**src/shared/rct_pkg.sv**
```systemverilog
package rct_pkg;

	// Register indices; the byte address is four times the index.
	localparam logic [7:0] RCT_IDX_CTRL    = 8'hac;
	localparam logic [7:0] RCT_IDX_CSR     = 8'had;
	localparam logic [7:0] RCT_IDX_COUNT   = 8'hae;
	localparam logic [7:0] RCT_IDX_COMPARE = 8'haf;

	localparam int RCT_AW = 12;

	// Field positions in the control/status register.
	localparam int RCT_CSR_FLAG  = 7;
	localparam int RCT_CSR_IRQEN = 6;
	localparam int RCT_CSR_SELHI = 5;
	localparam int RCT_CSR_SELLO = 3;
	localparam logic [2:0] RCT_CSR_RSVD = 3'h7;

	// Field positions in the refresh control register.
	localparam int RCT_CTL_SRF   = 7;
	localparam int RCT_CTL_PSRAM = 6;
	localparam int RCT_CTL_DRAM  = 5;

	// Reset values and the divide-by-two select code.
	localparam logic [7:0] RCT_COUNT_RST   = 8'h00;
	localparam logic [7:0] RCT_COMPARE_RST = 8'hff;
	localparam logic [2:0] RCT_SEL_STOP    = 3'h0;
	localparam logic [2:0] RCT_SEL_DIV2    = 3'h1;

	// Prescaler width: the largest division is 4096.
	localparam int RCT_DIV_W = 12;

	// Mask of divider bits that must all be one for a tick at the selected rate.
	function automatic logic [RCT_DIV_W-1:0] rct_div_mask(input logic [2:0] sel);
		logic [RCT_DIV_W-1:0] m;
		m = 12'h000;
		case (sel)
			3'h1: m = 12'h001;
			3'h2: m = 12'h007;
			3'h3: m = 12'h01f;
			3'h4: m = 12'h07f;
			3'h5: m = 12'h1ff;
			3'h6: m = 12'h7ff;
			3'h7: m = 12'hfff;
			default: m = 12'h000;
		endcase
		return m;
	endfunction

	// Byte address of a register index: four times the index.
	function automatic logic [RCT_AW-1:0] rct_addr(input logic [7:0] idx);
		return {2'h0, idx, 2'h0};
	endfunction

endpackage

```
**src/shared/rct_tick_if.sv**
```systemverilog
interface rct_tick_if;
	logic [2:0] sel;
	logic       tick;

	// The timer picks the rate, the prescaler answers with enable pulses.
	modport timer (output sel, input tick);
	modport prescaler (input sel, output tick);
endinterface

```
**src/hw/rct_prescaler.sv**
```systemverilog
module rct_prescaler
	import rct_pkg::*;
(
	// Clock and reset.
	input  wire logic      pclk,
	input  wire logic      presetn,
	// Rate selection and tick.
	rct_tick_if.prescaler  tk
);
	import rct_pkg::*;

	typedef struct packed {
		logic [RCT_DIV_W-1:0] div;
	} rct_pre_s;

	rct_pre_s state_reg;
	rct_pre_s state_next;

	// Free-running divider; its phase is kept when the rate changes.
	always_comb begin
		state_next     = state_reg;
		state_next.div = state_reg.div + 12'h001;
	end

	// State register.
	always_ff @(posedge pclk or negedge presetn) begin
		if (!presetn) begin
			state_reg <= '0;
		end else begin
			state_reg <= state_next;
		end
	end

	// A tick is one cycle when the selected low bits are all ones; it follows the current
	// select, so a stop takes effect at once and no stray tick follows it.
	assign tk.tick = (tk.sel != RCT_SEL_STOP) &&
		((state_reg.div & rct_div_mask(tk.sel)) == rct_div_mask(tk.sel));

endmodule

```
**src/hw/rct_top.sv**
```systemverilog
// Contract
// - Count equal to compare constant clears count and sets the match flag.
// - Flag clears only by reading it as 1, then writing 0.
// - Writing 1 to the match flag has no effect.
// - Self-refresh bit enables memory self-refresh during software standby; the request is raised only in DRAM or PSRAM mode.
// - Both memory enables 0 means plain interval timer; both 1 is illegal.
//
// Register access over APB is this design's own decision.
module rct_top
	import rct_pkg::*;
(
	// Clock and reset.
	input  wire logic              pclk,
	input  wire logic              presetn,
	// APB slave.
	input  wire logic              psel,
	input  wire logic              penable,
	input  wire logic              pwrite,
	input  wire logic [RCT_AW-1:0] paddr,
	input  wire logic [31:0]       pwdata,
	output logic      [31:0]       prdata,
	output logic                   pready,
	output logic                   pslverr,
	// System status.
	input  wire logic              sw_standby,
	// Timer and refresh outputs.
	output logic                   match_irq,
	output logic                   self_refresh_req,
	output logic                   interval_mode,
	output logic                   dram_mode,
	output logic                   psram_mode,
	output logic                   ram_cfg_illegal
);
	import rct_pkg::*;

	typedef struct packed {
		logic [7:0]  refresh_count;
		logic [7:0]  refresh_compare_constant;
		logic        match_flag;
		logic        match_irq_en;
		logic [2:0]  prescale_sel;
		logic        clear_armed;
		logic        self_refresh_en;
		logic        pseudo_static_ram_en;
		logic        dynamic_ram_en;
		logic [31:0] rdata;
	} rct_state_s;

	rct_state_s state_reg;
	rct_state_s state_next;

	rct_tick_if tk ();

	// Bus decode, match and memory setting terms.
	logic setup_cyc;
	logic access_cyc;
	logic wr_en;
	logic rd_done;
	logic hit_ctrl;
	logic hit_csr;
	logic hit_count;
	logic hit_compare;
	logic mapped;
	logic match_now;
	logic ram_illegal;

	// Counter clock enables come from the prescaler.
	rct_prescaler u_prescaler (
		.pclk    (pclk),
		.presetn (presetn),
		.tk      (tk.prescaler)
	);

	assign tk.sel = state_reg.prescale_sel;

	// Address decode.
	always_comb begin
		hit_ctrl    = 1'b0;
		hit_csr     = 1'b0;
		hit_count   = 1'b0;
		hit_compare = 1'b0;
		if (paddr == rct_addr(RCT_IDX_CTRL)) begin
			hit_ctrl = 1'b1;
		end else if (paddr == rct_addr(RCT_IDX_CSR)) begin
			hit_csr = 1'b1;
		end else if (paddr == rct_addr(RCT_IDX_COUNT)) begin
			hit_count = 1'b1;
		end else if (paddr == rct_addr(RCT_IDX_COMPARE)) begin
			hit_compare = 1'b1;
		end
	end

	// Read data is captured in the setup cycle, so every access ends with no wait.
	assign mapped     = hit_ctrl | hit_csr | hit_count | hit_compare;
	assign setup_cyc  = psel & ~penable;
	assign access_cyc = psel & penable;
	assign wr_en      = access_cyc & pwrite & mapped;
	assign rd_done    = access_cyc & ~pwrite & hit_csr;
	assign pready     = 1'b1;
	assign pslverr    = access_cyc & ~mapped;
	assign prdata     = state_reg.rdata;

	// A match is seen on a counter tick when the count has reached the constant.
	assign match_now = tk.tick &&
		(state_reg.refresh_count == state_reg.refresh_compare_constant);
	assign ram_illegal = state_reg.pseudo_static_ram_en & state_reg.dynamic_ram_en;

	// Next-state logic for registers, counter and flag.
	always_comb begin
		state_next = state_reg;

		// Read mux, loaded in the setup phase; unmapped addresses read zero.
		if (setup_cyc && !pwrite) begin
			state_next.rdata = 32'h0000_0000;
			if (hit_ctrl) begin
				state_next.rdata[RCT_CTL_SRF]   = state_reg.self_refresh_en;
				state_next.rdata[RCT_CTL_PSRAM] = state_reg.pseudo_static_ram_en;
				state_next.rdata[RCT_CTL_DRAM]  = state_reg.dynamic_ram_en;
			end else if (hit_csr) begin
				state_next.rdata[RCT_CSR_FLAG]  = state_reg.match_flag;
				state_next.rdata[RCT_CSR_IRQEN] = state_reg.match_irq_en;
				state_next.rdata[RCT_CSR_SELHI:RCT_CSR_SELLO] = state_reg.prescale_sel;
				state_next.rdata[RCT_CSR_SELLO-1:0] = RCT_CSR_RSVD;
			end else if (hit_count) begin
				state_next.rdata[7:0] = state_reg.refresh_count;
			end else if (hit_compare) begin
				state_next.rdata[7:0] = state_reg.refresh_compare_constant;
			end
		end

		// A completed read that returned the flag as 1 arms the clear.
		if (rd_done && state_reg.rdata[RCT_CSR_FLAG]) begin
			state_next.clear_armed = 1'b1;
		end

		// Counting: stop select gives no ticks, a match clears the count.
		if (match_now) begin
			state_next.refresh_count = RCT_COUNT_RST;
		end else if (tk.tick) begin
			state_next.refresh_count = state_reg.refresh_count + 8'h01;
		end

		// Register writes; a software write to the count wins over a tick.
		if (wr_en && hit_ctrl) begin
			state_next.self_refresh_en      = pwdata[RCT_CTL_SRF];
			state_next.pseudo_static_ram_en = pwdata[RCT_CTL_PSRAM];
			state_next.dynamic_ram_en       = pwdata[RCT_CTL_DRAM];
		end else if (wr_en && hit_csr) begin
			state_next.match_irq_en = pwdata[RCT_CSR_IRQEN];
			state_next.prescale_sel = pwdata[RCT_CSR_SELHI:RCT_CSR_SELLO];
			// Only a 0 written after an armed read clears; a 1 never sets.
			if (state_reg.clear_armed && !pwdata[RCT_CSR_FLAG]) begin
				state_next.match_flag = 1'b0;
			end
			state_next.clear_armed = 1'b0;
		end else if (wr_en && hit_count) begin
			state_next.refresh_count = pwdata[7:0];
		end else if (wr_en && hit_compare) begin
			state_next.refresh_compare_constant = pwdata[7:0];
		end

		// A match in the same cycle as the clear keeps the flag set.
		if (match_now) begin
			state_next.match_flag = 1'b1;
		end
	end

	// State register.
	always_ff @(posedge pclk or negedge presetn) begin
		if (!presetn) begin
			state_reg.refresh_count            <= RCT_COUNT_RST;
			state_reg.refresh_compare_constant <= RCT_COMPARE_RST;
			state_reg.match_flag               <= 1'b0;
			state_reg.match_irq_en             <= 1'b0;
			state_reg.prescale_sel             <= RCT_SEL_STOP;
			state_reg.clear_armed              <= 1'b0;
			state_reg.self_refresh_en          <= 1'b0;
			state_reg.pseudo_static_ram_en     <= 1'b0;
			state_reg.dynamic_ram_en           <= 1'b0;
			state_reg.rdata                    <= 32'h0000_0000;
		end else begin
			state_reg <= state_next;
		end
	end

	// Interrupt request and memory refresh mode outputs.
	assign match_irq        = state_reg.match_flag & state_reg.match_irq_en;
	assign interval_mode    = ~state_reg.pseudo_static_ram_en & ~state_reg.dynamic_ram_en;
	assign ram_cfg_illegal  = ram_illegal;
	assign dram_mode        = state_reg.dynamic_ram_en & ~ram_illegal;
	assign psram_mode       = state_reg.pseudo_static_ram_en & ~ram_illegal;
	// Self-refresh is only asked for while in standby with a legal memory type.
	assign self_refresh_req = sw_standby & state_reg.self_refresh_en & (dram_mode | psram_mode);
endmodule

```
**config.mk**
```make
export PLATFORM = sky130hd
export DESIGN_NAME = rct_top
export DESIGN_NICKNAME = d
export VERILOG_FILES = /design/src/shared/rct_pkg.sv /design/src/shared/rct_tick_if.sv /design/src/hw/rct_prescaler.sv /design/src/hw/rct_top.sv
export SDC_FILE = /design/constraint.sdc
export NUM_CORES = 1
export LEC_CHECK = 0
export ABC_AREA = 1
export BUFFER_PORTS_ARGS = -buffer_cell sky130_fd_sc_hd__buf_2
export CAP_MARGIN = 20
export CORE_ASPECT_RATIO = 1.1
export CORE_MARGIN = 5
export CORE_UTILIZATION = 46
export CTS_CLUSTER_DIAMETER = 60
export DETAILED_ROUTE_END_ITERATION = 8
export GPL_TIMING_DRIVEN = 0
export PLACE_DENSITY_LB_ADDON = 0.3
export SYNTH_ARGS = -nofsm -noshare
export SYNTH_HDL_FRONTEND = slang
export SYNTH_SLANG_ARGS = --single-unit
```
**constraint.sdc**
```tcl
create_clock -name pclk -period 1.55 [get_ports pclk]
set_input_delay 0.2325 -clock pclk [delete_from_list [all_inputs] [get_ports pclk]]
set_output_delay 0.2325 -clock pclk [all_outputs]
set_load 0.01 [all_outputs]
```
==> impl_metrics.csv <==
group,metric,value,unit
outcome,status,"complete, but fails checks",
outcome,violations,"setup timing",
logic_synthesis,synth_edf_count,0,
logic_synthesis,yosys_most_used_dff,"sky130_fd_sc_hd__dfrtp_1",
routing,drt_iter0_drc,117,
critical_path,slowest_stage,"sky130_fd_sc_hd__dfrtp_2",
routing,vias_after_detailed_routing,2627,
routing,remaining_drc_errors,0,
flow_run,drv_cap,0,
placement,placed_instances,536,
routing,first_pass_iters,4,
critical_path,rr_endpoint,"state_reg[52]",
timing,rsz0062_at_grt,"yes",
routing,routed_wire_length_per_instance,12.2,um
timing,report.final.slew_viol_count,0,
timing,final_critical_path_setup_slack,-0.00327,ns
placement,dp_hpwl,5050,um
clock_network,clk-insertion-delay-late,0.31,ns
cells_and_area,nets,538,
placement,dpl_cell_area,0.00338,mm^2
clock_network,clkSlewWorstSetupHoldPaths,0.09,ns
logic_synthesis,synthesis.yosys.warnings,0,
cells_and_area,largest_reg_flops,22,
timing,worst_clock_skew,0.00904,ns
critical_path,rr_startpoint,"tk.sel[1]",
cells_and_area,finalNonFillerCells,563,
clock_network,clock-sinks,45,
placement,place.gp.congestion,0.854,
logic_synthesis,synth-async-reset-ratio,100,%
clock_network,cts_tree,"built",
critical_path,path_common_cell,"sky130_fd_sc_hd__nand2_1",
grt,antenna_found_initial,0,
grt,grt_overflow_total,0,
routing,route.detailed.vias_per_inst,4.67,
critical_path,critical_path.endpoint_type,"flop",
logic_synthesis,post_synth.cell_area_avg,7.62,um^2
clock_network,cts_made_buffers,5,
die,ios,90,
power,power_leakage,2.00,nW
cells_and_area,design_area,0.00373,mm^2
clock_network,cts-htree-levels,2,
timing,max_freq,644,MHz
critical_path,path_cells,"o21ai_0, nand3_2, nand2_4, nand3_4, nand2_2, inv_2, nand2_1, nand2_1",
critical_path,cp_slowest_stage_delay,0.48,ns
logic_synthesis,mappedNetlistArea,0.00299,mm^2
placement,portBuffers,40,
cells_and_area,post_route_cells_drive_above_1_share,33.3,%
die,placeableCoreArea,0.00627,mm^2
die,die_area,0.00822,mm^2
worst_hold_path,hp-class,"in2reg",
critical_path,crit_path_max_fanout,6,
grt,first_global_vias,2424,
clock_network,clk_root_buffer_cell,"sky130_fd_sc_hd__clkbuf_8",
cells_and_area,layout-area-overhead-vs-synth,24.7,%
logic_synthesis,postSynthCellCount,393,
power,total_power,2.26,mW
cells_and_area,filler_cell_count,557,
grt,first_pass_grt_wire_length,11000,um
cells_and_area,final_core_util,59.5,%
die,fp-row-count,30,
grt,gr-usage-all-layers,16.9,%
timing,total_of_endpoints_with_negative_setup_slack_in_the_final_report,2,
critical_path,worstPathArrival,1.76,ns
routing,wirelength,6880,um
critical_path,crit_required,1.76,ns
worst_hold_path,hp-start,"pwdata[0]",
logic_synthesis,synth_seq_cells,45,
critical_path,setup.worst_path.class,"reg2reg",
power,cellPowerDensity,605,mW/mm^2
clock_network,clk_path_buf_depth,2,
timing,period_minus_slack,1.55,ns
critical_path,reg2regPathDepth,8,
routing,antenna_left,0,
die,dieWidth,86.9,um
worst_hold_path,holdPathEnd,"state_reg[49]",
critical_path,crit_path_start_kind,"flop",
worst_hold_path,cell_depth_of_the_worst_hold_path,3,
timing,setup-tns-final,-0.00483,ns
logic_synthesis,post_synth_num_cell_types,36,
critical_path,setup.reg_to_reg.worst_slack,-0.003,ns
cells_and_area,antenna_cells,0,
timing,hold_violations,0,
die,initial_utilization,47.7,%
timing,finalCritPeriodShare,100,%
die,die_h,94.6,um
logic_synthesis,synth_sequential_area_ratio,38.0,%
power,ir_worst_vdd,0.392,mV
grt,largest_net_degree_at_the_start_of_global_routing,46,
[critical path, delay by kind of cell (launching register included)]
kind | cells | cell delay (ns)
buffers and inverters | 1 | 0.04
DFF | 1 | 0.48
and+or+nand+nor | 6 | 0.67
AOI/OAI and AO/OA | 1 | 0.26
[worst max path at each step]
stage,cells past startpoint,from,slack (ns),to
2_1_floorplan,6,u_prescaler.state_reg[0],0.17,u_prescaler.state_reg[10]
3_3_place_gp,9,tk.sel[1],-0.04,state_reg[49]
5_1_grt,11,u_prescaler.state_reg[4],-0.11,state_reg[52]
3_5_place_dp,11,state_reg[47],-0.05,state_reg[49]
4_1_cts,11,state_reg[47],0.0000002,state_reg[49]
6_report,8,tk.sel[1],-0.003,state_reg[52]
[layout make-up]
type / count / area, um^2 / area share (%)
timing repair buffer: 57 / 362 / 9.69
clock buffer: 5 / 68.8 / 1.84
tap: 80 / 100 / 2.68
multi-input combinational: 281 / 1560 / 41.9
buffer: 35 / 264 / 7.07
clock inverter: 3 / 21.3 / 0.570
sequential: 45 / 1140 / 30.5
inverter: 57 / 215 / 5.77
[cells in the final DEF (no fill, tap or decap), types with 3 or more instances in the layout]
master                       n
sky130_fd_sc_hd__o211ai_1    5
sky130_fd_sc_hd__nor2_4      3
sky130_fd_sc_hd__nor2_1     19
sky130_fd_sc_hd__or2_2       3
sky130_fd_sc_hd__nand2_2    10
sky130_fd_sc_hd__xor2_1     16
sky130_fd_sc_hd__a21oi_1     3
sky130_fd_sc_hd__o21ai_1     5
sky130_fd_sc_hd__inv_1      45
sky130_fd_sc_hd__nand2_1   116
sky130_fd_sc_hd__conb_1     25
sky130_fd_sc_hd__o21ai_0    11
sky130_fd_sc_hd__dfstp_2     8
sky130_fd_sc_hd__nor3_1      5
sky130_fd_sc_hd__ha_1        5
sky130_fd_sc_hd__nand3_2     3
sky130_fd_sc_hd__o21ai_2     8
sky130_fd_sc_hd__inv_2       9
sky130_fd_sc_hd__clkbuf_8    5
sky130_fd_sc_hd__nand3_1    23
sky130_fd_sc_hd__dfrtp_1    36
sky130_fd_sc_hd__buf_4      47
sky130_fd_sc_hd__nor3_2      3
sky130_fd_sc_hd__buf_2      40
[report_power, final]
group          switching (mW)  total, mW  internal [mW]
sequential             0.0115       1.21           1.20
combinational           0.155      0.297          0.142
clock                   0.434      0.754          0.320
total                   0.601       2.26           1.66
[cells in the mapped netlist, types with 4 or more instances]
cell,count,area share (%)
sky130_fd_sc_hd__buf_4,33,8.3
sky130_fd_sc_hd__dfrtp_1,37,31
sky130_fd_sc_hd__dfstp_2,8,7.0
sky130_fd_sc_hd__ha_1,6,2.5
sky130_fd_sc_hd__inv_1,50,6.3
sky130_fd_sc_hd__inv_2,4,0.50
sky130_fd_sc_hd__nand2_1,120,15
sky130_fd_sc_hd__nand2_2,7,1.5
sky130_fd_sc_hd__nand3_1,25,4.2
sky130_fd_sc_hd__nor2_1,20,2.5
sky130_fd_sc_hd__nor3_1,6,1.0
sky130_fd_sc_hd__o211ai_1,5,1.3
sky130_fd_sc_hd__o21ai_0,12,2.0
sky130_fd_sc_hd__o21ai_1,4,0.67
sky130_fd_sc_hd__o21ai_2,8,2.3
sky130_fd_sc_hd__xor2_1,16,4.7
[per-layer routing]
layer | vias up | GRT usage [%] | part of all wire (%)
met5 | - | 0 | 0
met4 | 0 | 5.71 | 2.3
met3 | 19 | 2.88 | 7.3
met2 | 94 | 29.0 | 49
met1 | 1163 | 21.5 | 42
li1 | 1351 | - | -
[what timing repair did]
action	in CTS	in global routing
endpoints found under the hold margin	0	14
endpoints found under the setup margin	6	11
setup buffers	5	10
gates cloned	0	2
pin swaps	0	12
gates resized for setup	3	21
hold buffers	0	1
[kinds of logic (layout without fill, tap and decap cells)]
kind of cell | after synthesis | in the layout | synth area share, %
DFF | 45 | 45 | 38.0
AOI/OAI and AO/OA | 36 | 36 | 8.15
adders and majority gates | 6 | 6 | 2.51
other | 2 | 25 | 0.251
and+or+nand+nor | 195 | 197 | 30.1
xor gates and xnor gates | 17 | 17 | 4.97
buffers and inverters | 92 | 157 | 16.0
[per-stage QoR]
stage	hold slack (ns)	worst slack (ns)
final	0.138	-0.00327
after global routing	0.141	-0.111
after CTS	0.135	0.000000222
after detailed placement	0.457	-0.0513
after global placement	0.450	-0.0434
after floorplan	-0.0631	0.170
(Power assumes the default switching activity.)
